## config.mk

```make
export PLATFORM = sky130hd
export DESIGN_NAME = bcr_buck_regs
export DESIGN_NICKNAME = d
export VERILOG_FILES = /design/src/inc/bcr_pkg.sv /design/src/rtl/bcr_buck_regs.sv
export SDC_FILE = /design/constraint.sdc
export NUM_CORES = 1
export LEC_CHECK = 0
export BUFFER_PORTS_ARGS = -buffer_cell sky130_fd_sc_hd__buf_2
export CORE_MARGIN = 2
export CORE_UTILIZATION = 40
export CTS_BUF_LIST = sky130_fd_sc_hd__clkbuf_2 sky130_fd_sc_hd__clkbuf_4 sky130_fd_sc_hd__clkbuf_8
export CTS_CLUSTER_SIZE = 10
export DETAILED_ROUTE_END_ITERATION = 8
export PLACE_DENSITY_LB_ADDON = 0.2
export SLEW_MARGIN = 20
export SYNTH_ARGS = -nofsm -noshare
export SYNTH_HDL_FRONTEND = slang
export SYNTH_SLANG_ARGS = --single-unit
```

## constraint.sdc

```tcl
create_clock -name i_ref_clk -period 2.1 [get_ports i_ref_clk]
set_clock_uncertainty 0.1 [all_clocks]
set_input_delay 0.42 -clock i_ref_clk [delete_from_list [all_inputs] [get_ports i_ref_clk]]
set_output_delay 0.42 -clock i_ref_clk [all_outputs]
set_load 0.02 [all_outputs]
```

## src/inc/bcr_pkg.sv

```systemverilog
// Purpose: Shared constants and types for the buck channel control registers.
// Assumes: 10-bit registers at 5-bit addresses, reached from the serial interface logic.
// Notes:   All reset values are zero.
package bcr_pkg;

  localparam int unsigned DATA_W = 10;
  localparam int unsigned ADDR_W = 5;

  localparam logic [ADDR_W-1:0] ADDR_CH2_PEAK_VALUE = 5'h02;
  localparam logic [ADDR_W-1:0] ADDR_PEAK_RANGE     = 5'h03;
  localparam logic [ADDR_W-1:0] ADDR_OFF_TIME       = 5'h04;
  localparam logic [ADDR_W-1:0] ADDR_GENERAL        = 5'h05;
  localparam logic [ADDR_W-1:0] ADDR_DRIVER         = 5'h06;
  localparam logic [ADDR_W-1:0] ADDR_TRIM_FIRST     = 5'h18;
  localparam logic [ADDR_W-1:0] ADDR_TRIM_LAST      = 5'h1a;

  localparam logic [DATA_W-1:0] RESET_VALUE = 10'h000;

  // Peak range register: channel two range code.
  localparam int unsigned RANGE_LSB = 0;
  localparam logic [2:0]  RANGE_MAX = 3'h4;

  // Off-time register fields.
  localparam int unsigned TOFF1_LSB = 5;
  localparam int unsigned TOFF2_LSB = 0;

  // General settings register fields.
  localparam int unsigned GEN_OCD1_BIT  = 9;
  localparam int unsigned GEN_OCD2_BIT  = 8;
  localparam int unsigned GEN_SLOW_BIT  = 7;
  localparam int unsigned GEN_OCF_LSB   = 5;
  localparam int unsigned GEN_FSM_LSB   = 2;
  localparam int unsigned GEN_EN1_BIT   = 1;
  localparam int unsigned GEN_EN2_BIT   = 0;

  // Driver settings register fields.
  localparam int unsigned DRV_SYNC_BIT  = 9;
  localparam int unsigned DRV_NO1_LSB   = 7;
  localparam int unsigned DRV_NO2_LSB   = 5;
  localparam int unsigned DRV_LS1_BIT   = 4;
  localparam int unsigned DRV_LS2_BIT   = 3;
  localparam int unsigned DRV_REV1_BIT  = 2;
  localparam int unsigned DRV_REV2_BIT  = 1;
  localparam int unsigned DRV_BANK_BIT  = 0;

  // Fail-safe mode codes.
  localparam logic [2:0] FSM_OFF_SAFE      = 3'h0;
  localparam logic [2:0] FSM_OFF_OTP       = 3'h1;
  localparam logic [2:0] FSM_ON_SAFE       = 3'h2;
  localparam logic [2:0] FSM_ON_SAFE_UPD   = 3'h3;
  localparam logic [2:0] FSM_ON_OTP        = 3'h4;
  localparam logic [2:0] FSM_ON_OTP_UPD    = 3'h5;
  localparam logic [2:0] FSM_ALONE_OTP     = 3'h6;
  localparam logic [2:0] FSM_ALONE_OTP_UPD = 3'h7;

  typedef struct packed {
    logic       regulator_enable;
    logic [4:0] off_time_constant;
    logic       offset_cancel_disable;
    logic [1:0] nonoverlap_select;
    logic       lowside_predriver_enable;
    logic       reverse_current_ignore;
  } bcr_chan_s;

  typedef struct packed {
    logic failsafe_operation;
    logic standalone;
    logic load_from_otp;
    logic spi_update_in_failsafe;
  } bcr_failsafe_s;

endpackage

```

## src/rtl/bcr_buck_regs.sv

```systemverilog
// Purpose: Buck channel configuration registers with decoded controls for the analog channels.
// Assumes: Register port is driven by the serial interface logic on the same clock.
// Notes:   Read data is registered one cycle after the read strobe.
// Notes on behaviour
// - Channel two range code is three bits; 000..100 select ranges one to five.
// - New range takes effect only after channel two peak value is written.
// - Five-bit off-time codes, channel one upper, channel two lower bits.
// - Offset cancel bit: 0 keeps compensation, 1 turns it off per channel.
// - Slope bit: 0 normal, 1 slow high-side driver slopes.
// - Over-current filter codes 00..11 require more than one to four periods.
// - Fail-safe codes 000 and 001: fail-safe off, safe or OTP load.
// - Codes 010..101 enable fail-safe; 011 and 101 allow SPI updates.
// - Codes 110 and 111: stand-alone, OTP load; 111 allows SPI updates.
// - Channel enable bits 1 and 0; channel regulates only while set.
// - Sync bit: 0 independent channels, 1 master-slave synchronous operation.
// - Two-bit non-overlap select per channel: adaptive or fixed dead time.
// - Low-side pre-driver enable: 0 asynchronous, 1 synchronous with pre-driver.
// - Reverse-current bit: 0 stop on zero current, 1 hold till off-time end.
// - Bank bit picks channel one or two trimming constants at 0x18..0x1A.
module bcr_buck_regs (
  input  wire logic                     i_ref_clk,
  input  wire logic                     i_nrst,
  input  wire logic                     i_wr_en,
  input  wire logic                     i_rd_en,
  input  wire logic [4:0]               i_addr,
  input  wire logic [9:0]               i_wdata,
  output logic      [9:0]               o_rdata,
  output logic                          o_trim_read_ch2,
  output logic      [2:0]               o_ch2_range_active,
  output bcr_pkg::bcr_chan_s            o_ch1,
  output bcr_pkg::bcr_chan_s            o_ch2,
  output logic                          o_driver_slope_slow,
  output logic      [1:0]               o_overcurrent_filter_periods,
  output logic      [2:0]               o_failsafe_mode_select,
  output bcr_pkg::bcr_failsafe_s        o_failsafe,
  output logic                          o_sync_enable
);

  logic [2:0]                 range_pend_q;
  logic [2:0]                 range_act_q;
  logic [bcr_pkg::DATA_W-1:0] off_time_q;
  logic [bcr_pkg::DATA_W-1:0] gen_q;
  logic [bcr_pkg::DATA_W-1:0] drv_q;
  logic [bcr_pkg::DATA_W-1:0] rdata_q;
  logic [bcr_pkg::DATA_W-1:0] rd_mux;
  logic                       trim_sel;
  logic                       range_wr;
  logic                       value_wr;
  logic                       range_legal;

  // The decode below assumes the port widths and field places that the package describes.
  if ($bits(i_wdata) != bcr_pkg::DATA_W) begin : g_bad_data_w
    $error("write data width does not match the register word");
  end
  if ($bits(i_addr) != bcr_pkg::ADDR_W) begin : g_bad_addr_w
    $error("address width does not match the register map");
  end
  if (bcr_pkg::ADDR_TRIM_FIRST > bcr_pkg::ADDR_TRIM_LAST) begin : g_bad_trim
    $error("trimming window bounds are reversed");
  end
  if (bcr_pkg::GEN_FSM_LSB + $bits(o_failsafe_mode_select) > bcr_pkg::DATA_W) begin : g_bad_fsm
    $error("fail-safe field runs past the register word");
  end
  if (bcr_pkg::GEN_OCF_LSB + $bits(o_overcurrent_filter_periods) > bcr_pkg::DATA_W) begin : g_bad_ocf
    $error("over-current filter field runs past the register word");
  end
  if (bcr_pkg::RANGE_LSB + $bits(range_pend_q) > bcr_pkg::DATA_W) begin : g_bad_range
    $error("range field runs past the register word");
  end

  assign range_wr = i_wr_en && (i_addr == bcr_pkg::ADDR_PEAK_RANGE);

  assign value_wr = i_wr_en && (i_addr == bcr_pkg::ADDR_CH2_PEAK_VALUE);

  // Codes above range five are never applied, so the previous range stays in force.
  assign range_legal = range_pend_q <= bcr_pkg::RANGE_MAX;

  always_ff @(posedge i_ref_clk or negedge i_nrst) begin
    if (!i_nrst) begin
      range_pend_q <= bcr_pkg::RESET_VALUE[2:0];
    end else if (range_wr) begin
      range_pend_q <= i_wdata[bcr_pkg::RANGE_LSB +: 3];
    end
  end

  always_ff @(posedge i_ref_clk or negedge i_nrst) begin
    if (!i_nrst) begin
      range_act_q <= bcr_pkg::RESET_VALUE[2:0];
    end else if (value_wr && range_legal) begin
      range_act_q <= range_pend_q;
    end
  end

  bcr_cfg_reg #(
    .WIDTH (bcr_pkg::DATA_W),
    .ADDR  (bcr_pkg::ADDR_OFF_TIME),
    .RST   (bcr_pkg::RESET_VALUE)
  ) u_off_time_reg (
    .i_ref_clk (i_ref_clk),
    .i_nrst    (i_nrst),
    .i_wr_en   (i_wr_en),
    .i_addr    (i_addr),
    .i_wdata   (i_wdata),
    .o_value   (off_time_q)
  );

  bcr_cfg_reg #(
    .WIDTH (bcr_pkg::DATA_W),
    .ADDR  (bcr_pkg::ADDR_GENERAL),
    .RST   (bcr_pkg::RESET_VALUE)
  ) u_gen_reg (
    .i_ref_clk (i_ref_clk),
    .i_nrst    (i_nrst),
    .i_wr_en   (i_wr_en),
    .i_addr    (i_addr),
    .i_wdata   (i_wdata),
    .o_value   (gen_q)
  );

  bcr_cfg_reg #(
    .WIDTH (bcr_pkg::DATA_W),
    .ADDR  (bcr_pkg::ADDR_DRIVER),
    .RST   (bcr_pkg::RESET_VALUE)
  ) u_drv_reg (
    .i_ref_clk (i_ref_clk),
    .i_nrst    (i_nrst),
    .i_wr_en   (i_wr_en),
    .i_addr    (i_addr),
    .i_wdata   (i_wdata),
    .o_value   (drv_q)
  );

  // Read mux; unmapped addresses and the trimming window read zero here.
  always_comb begin
    rd_mux = bcr_pkg::RESET_VALUE;
    case (i_addr)
      bcr_pkg::ADDR_PEAK_RANGE: rd_mux[bcr_pkg::RANGE_LSB +: 3] = range_pend_q;
      bcr_pkg::ADDR_OFF_TIME:   rd_mux = off_time_q;
      bcr_pkg::ADDR_GENERAL:    rd_mux = gen_q;
      bcr_pkg::ADDR_DRIVER:     rd_mux = drv_q;
      default:                  rd_mux = bcr_pkg::RESET_VALUE;
    endcase
  end

  always_ff @(posedge i_ref_clk or negedge i_nrst) begin
    if (!i_nrst) begin
      rdata_q <= bcr_pkg::RESET_VALUE;
    end else if (i_rd_en) begin
      rdata_q <= rd_mux;
    end
  end

  assign o_rdata = rdata_q;

  assign trim_sel        = i_addr >= bcr_pkg::ADDR_TRIM_FIRST && i_addr <= bcr_pkg::ADDR_TRIM_LAST;
  assign o_trim_read_ch2 = trim_sel && drv_q[bcr_pkg::DRV_BANK_BIT];

  assign o_ch2_range_active = range_act_q;

  bcr_chan_map #(
    .OFF_TIME_LSB (bcr_pkg::TOFF1_LSB),
    .OCD_BIT  (bcr_pkg::GEN_OCD1_BIT),
    .EN_BIT   (bcr_pkg::GEN_EN1_BIT),
    .NO_LSB   (bcr_pkg::DRV_NO1_LSB),
    .LS_BIT   (bcr_pkg::DRV_LS1_BIT),
    .REV_BIT  (bcr_pkg::DRV_REV1_BIT)
  ) u_ch1_map (
    .i_off_time (off_time_q),
    .i_gen  (gen_q),
    .i_drv  (drv_q),
    .o_chan (o_ch1)
  );

  bcr_chan_map #(
    .OFF_TIME_LSB (bcr_pkg::TOFF2_LSB),
    .OCD_BIT  (bcr_pkg::GEN_OCD2_BIT),
    .EN_BIT   (bcr_pkg::GEN_EN2_BIT),
    .NO_LSB   (bcr_pkg::DRV_NO2_LSB),
    .LS_BIT   (bcr_pkg::DRV_LS2_BIT),
    .REV_BIT  (bcr_pkg::DRV_REV2_BIT)
  ) u_ch2_map (
    .i_off_time (off_time_q),
    .i_gen  (gen_q),
    .i_drv  (drv_q),
    .o_chan (o_ch2)
  );

  assign o_driver_slope_slow = gen_q[bcr_pkg::GEN_SLOW_BIT];

  assign o_overcurrent_filter_periods = gen_q[bcr_pkg::GEN_OCF_LSB +: 2];

  assign o_failsafe_mode_select = gen_q[bcr_pkg::GEN_FSM_LSB +: 3];

  always_comb begin
    o_failsafe = '0;
    case (o_failsafe_mode_select)
      bcr_pkg::FSM_OFF_SAFE: begin
        o_failsafe = '0;
      end
      bcr_pkg::FSM_OFF_OTP: begin
        o_failsafe.load_from_otp = 1'b1;
      end
      bcr_pkg::FSM_ON_SAFE: begin
        o_failsafe.failsafe_operation = 1'b1;
      end
      bcr_pkg::FSM_ON_SAFE_UPD: begin
        o_failsafe.failsafe_operation     = 1'b1;
        o_failsafe.spi_update_in_failsafe = 1'b1;
      end
      bcr_pkg::FSM_ON_OTP: begin
        o_failsafe.failsafe_operation = 1'b1;
        o_failsafe.load_from_otp      = 1'b1;
      end
      bcr_pkg::FSM_ON_OTP_UPD: begin
        o_failsafe.failsafe_operation     = 1'b1;
        o_failsafe.load_from_otp          = 1'b1;
        o_failsafe.spi_update_in_failsafe = 1'b1;
      end
      bcr_pkg::FSM_ALONE_OTP: begin
        o_failsafe.standalone    = 1'b1;
        o_failsafe.load_from_otp = 1'b1;
      end
      bcr_pkg::FSM_ALONE_OTP_UPD: begin
        o_failsafe.standalone             = 1'b1;
        o_failsafe.load_from_otp          = 1'b1;
        o_failsafe.spi_update_in_failsafe = 1'b1;
      end
      default: begin
        o_failsafe = '0;
      end
    endcase
  end

  assign o_sync_enable = drv_q[bcr_pkg::DRV_SYNC_BIT];

endmodule

// One configuration word: cleared by reset and loaded whole by a write to its address.
module bcr_cfg_reg #(
  parameter int unsigned      WIDTH = 10,
  parameter logic [4:0]       ADDR  = 5'h00,
  parameter logic [WIDTH-1:0] RST   = '0
) (
  input  wire logic             i_ref_clk,
  input  wire logic             i_nrst,
  input  wire logic             i_wr_en,
  input  wire logic [4:0]       i_addr,
  input  wire logic [WIDTH-1:0] i_wdata,
  output logic      [WIDTH-1:0] o_value
);

  logic             hit;
  logic [WIDTH-1:0] value_q;

  if (WIDTH == 0) begin : g_bad_width
    $error("a configuration word needs at least one bit");
  end

  assign hit = i_wr_en && (i_addr == ADDR);

  always_ff @(posedge i_ref_clk or negedge i_nrst) begin
    if (!i_nrst) begin
      value_q <= RST;
    end else if (hit) begin
      value_q <= i_wdata;
    end
  end

  assign o_value = value_q;

endmodule

// Gathers one channel's controls from the three configuration words.
module bcr_chan_map #(
  parameter int unsigned OFF_TIME_LSB = 0,
  parameter int unsigned OCD_BIT  = 0,
  parameter int unsigned EN_BIT   = 0,
  parameter int unsigned NO_LSB   = 0,
  parameter int unsigned LS_BIT   = 0,
  parameter int unsigned REV_BIT  = 0
) (
  input  wire logic [bcr_pkg::DATA_W-1:0] i_off_time,
  input  wire logic [bcr_pkg::DATA_W-1:0] i_gen,
  input  wire logic [bcr_pkg::DATA_W-1:0] i_drv,
  output bcr_pkg::bcr_chan_s              o_chan
);

  // A field placed past the word would read bits that do not exist.
  if (OFF_TIME_LSB + 5 > bcr_pkg::DATA_W) begin : g_bad_off_time
    $error("off-time field runs past the register word");
  end
  if (NO_LSB + 2 > bcr_pkg::DATA_W) begin : g_bad_no
    $error("non-overlap field runs past the register word");
  end
  if (OCD_BIT >= bcr_pkg::DATA_W || EN_BIT >= bcr_pkg::DATA_W) begin : g_bad_gen
    $error("general settings bit lies past the register word");
  end
  if (LS_BIT >= bcr_pkg::DATA_W || REV_BIT >= bcr_pkg::DATA_W) begin : g_bad_drv
    $error("driver settings bit lies past the register word");
  end

  always_comb begin
    o_chan                          = '0;
    o_chan.regulator_enable         = i_gen[EN_BIT];
    o_chan.off_time_constant        = i_off_time[OFF_TIME_LSB +: 5];
    o_chan.offset_cancel_disable    = i_gen[OCD_BIT];
    o_chan.nonoverlap_select        = i_drv[NO_LSB +: 2];
    o_chan.lowside_predriver_enable = i_drv[LS_BIT];
    o_chan.reverse_current_ignore   = i_drv[REV_BIT];
  end

endmodule

```

==> key figures <==
Timing
  – Fin crit share: 86.8%
  – TNS Setup: 0 ns
  – Fin. max-slew vios: 0
  – Least-Margin Pin Slew: 0.496 ns
  – Setup-failing EPs final: 0
  – Worst slew margin: 66.9%
  – Worst hold slack: 0.275 ns
  – Fmax: 0.548 GHz
  – Fin crit period: 1.82 ns
  – Final Hold Viols: 0
  – RSZ-0062 raised after global routing: false

Place
  – Port Buf Inserts: 65
  – Detailed placement HPWL: 3740 um
  – GP Congestion: 0.815

Floorplan
  – Die X: 78.7 um
  – Row cnt: 27
  – I/O pin cnt: 66
  – Die H: 78.7 um
  – Initial Utilization: 41.0%
  – Core footprint: 0.00544 mm^2
  – Die area: 0.00619 mm^2

Route
  – DRC: 0
  – DR vias/cell: 5.20
  – DR WL/cell: 15.7 um
  – Routed WL: 5040 um
  – Final antenna-violating net count: 0
  – First-pass iteration count of the detailed router: 4
  – Via count: 1,665
  – Initial DRC count: 103

Critical path
  – R2R Setup Slk: 0.77 ns
  – Critical path endpoint category: output port
  – Top Family by Delay on Critical Path: simple AND/OR/NAND/NOR gates
  – Reg2Reg Depth: 3
  – Worst Path Required: 1.58 ns
  – R2r endpoint: o_rdata[1]$_DFFE_PN0P_
  – RR Startpoint: u_drv_reg.o_value[1]$_DFFE_PN0P_
  – Buf+Inv Stages, Crit Path: 2
  – Slowest CP cell: buf_2
  – Worst-path maximum fanout: 17
  – CP cell instances: buf_2 -> nand2_1 -> nand3_1 -> nor3b_1 -> buf_2
  – CP Class: in -> out
  – Levels on crit path: 5
  – CP peak stage delay: 0.22 ns
  – CP Launch Type: input pin
  – Most frequent cell on the critical path: buf_2
  – CP arrival: 1.30 ns
  – Crit path launch: i_addr[1]
  – Crit path to: o_trim_read_ch2

Synthesis
  – Yosys Warn Count: 0
  – Netlist cell types: 33
  – Flops & latches, synth: 46
  – Cell area after synthesis: 0.00223 mm^2
  – Post-Syn Nets: 200
  – Leading area contributor after synthesis: dfrtp_1
  – Cells after Synth: 181
  – Sequential element share of the synthesized area: 51.6%
  – Avg Synthesized Cell Area: 12.3 um^2
  – Synth top area cells: dfrtp_1, mux2_2, o22ai_1, buf_4, a22oi_1
  – Top cell type's share of synthesized area: 51.6%

Global routing
  – Met1 Track Usage GR: 25.1%
  – First-pass GRT wire length: 8340 um
  – Met3 Use GR: 3.64%
  – Largest net degree at the start of global routing: 27
  – Number of global-route vias before repair: 1,589
  – Initial antenna violation count: 0
  – Most Crowded Layer GR: met2
  – GR Util All Layers: 17.5%
  – Met2 usage: 25.9%
  – Remaining Overflow, GRT: 0

Finish
  – # diodes: 0
  – Layout cell share with drive strength beyond 1: 51.6%
  – Fillers: 506
  – Seq. cell area: 0.00115 mm^2
  – Fin nets: 266
  – Multi-input logic area: 938 um^2
  – Area grow syn2layout: 22.2%

Clocking
  – Num CTS Buffers: 5
  – H-tree levels: 2
  – Clk_lat worst skew: 0.29 ns
  – Num Clock Sinks: 46
  – Root cell of the clock tree: clkbuf_8
  – Clock transition at path regs: 0.08 ns
  – Clock Path Buffers: 2
  – TritonCTS clock tree: built
  – Post-CTS sizing: 0

Run
  – Max-Cap Viols: 0

Pwr
  – P_leak: 1.33 nW
  – PwrDens: 867 mW/mm^2
  – Worst vdd ir: 0.409 mV

Run status
  – Status: complete, no violations

Hold path
  – Hold WC Path Type: in -> reg
==> flip-flops by register name, indices dropped and copies added, names as in the netlist <==
name	count
range_pend_q	3
o_rdata	10
u_off_time_reg.o_value	10
u_drv_reg.o_value	10
u_gen_reg.o_value	10
o_ch2_range_active	3
==> layout make-up <==
type | count | share of cell area, %
Clock buffer | 7 | 3.30
Multi-Input combinational cell | 109 | 34.4
Sequential cell | 46 | 42.2
Clock inverter | 1 | 0.321
Tap cell | 72 | 3.30
Timing Repair Buffer | 74 | 15.0
Inverter | 11 | 1.51
==> cells in the mapped netlist (all sizes together) <==
cell type / instances
dfrtp: 46
mux2: 41
buf: 13
o22ai: 12
inv: 11
nor2: 9
a22oi: 7
nand2: 7
nand3b: 5
nor4b: 4
a221oi: 3
a21oi: 2
a2bb2oi: 2
clkbuf: 2
nand3: 2
nor2b: 2
nor3b: 2
a21o: 1
and2: 1
and4bb: 1
nand2b: 1
nand4: 1
o21a: 1
or3: 1
or3b: 1
or4b: 1
xnor2: 1
xor2: 1
==> cell usage in the layout, fill, tap and decap left out, drive strengths merged, types with 3 or more instances in the layout <==
master	synthesis	routed
o22ai	12	12
a22oi	7	7
nand3b	5	5
inv	11	12
nor2	9	9
nor4b	4	4
a221oi	3	3
clkbuf	2	7
mux2	41	41
dfrtp	46	46
nand2	7	7
buf	13	73
==> logic make-up after synthesis <==
kind of cell           after synthesis  synth area share [%]
AO/OA/AOI/OAI                       28                  8.80
XOR/XNOR                             2                 0.785
buffers and inverters               26                  6.39
flip-flops                          46                  51.6
multiplexers                        41                  20.7
AND/OR/NAND/NOR                     38                  11.8
==> worst min path at each step <==
| stage | cells after the start | slack [ns] | endpoint | startpoint |
|---|---|---|---|---|
| 5_1_grt | 2 | 0.26 | u_off_time_reg.o_value[5]$_DFFE_PN0P_ | i_wdata[5] |
| 3_3_place_gp | 1 | 0.31 | u_off_time_reg.o_value[3]$_DFFE_PN0P_ | i_nrst |
| 3_5_place_dp | 1 | 0.31 | u_off_time_reg.o_value[3]$_DFFE_PN0P_ | i_nrst |
| 6_report | 2 | 0.27 | u_gen_reg.o_value[5]$_DFFE_PN0P_ | i_wdata[5] |
| 4_1_cts | 2 | 0.27 | u_gen_reg.o_value[5]$_DFFE_PN0P_ | i_wdata[5] |
| 2_1_floorplan | 0 | 0.02 | o_ch2_range_active[0]$_DFFE_PN0P_ | i_nrst |
==> where the power goes <==
part           switching (mW)  total, mW  internal, mW
sequential              0.123       1.15          1.03
clock                   0.302      0.587         0.285
combinational           0.356      0.630         0.273
==> per-stage QoR <==
step / total power [mW] / cell area [um^2] / util [%] / setup WS (ns) / std cells
6_report: 2.36 / 2730 / 50.1 / 0.277 / 320
5_1_grt: 2.50 / 2730 / 50.1 / 0.148 / 320
4_1_cts: 2.40 / 2730 / 50.1 / 0.293 / 320
3_5_place_dp: 1.80 / 2620 / 48.1 / 0.106 / 311
3_3_place_gp: 1.80 / 2620 / 48.1 / 0.129 / 311
2_1_floorplan: 1.59 / 2230 / - / 0.116 / 181
==> metal layers <==
metal  up-vias  part of all wire [%]
li1        785                     -
met1       814                    48
met2        54                    44
met3        12                   5.5
met4         0                   2.1
met5         -                     0
==> repair_timing <==
action | 4_1_cts | 5_1_grt
setup buffers | 0 | 0
hold buffers | 1 | 0
hold endpoints to repair | 20 | 0
Power figures use the tool's default switching activity.
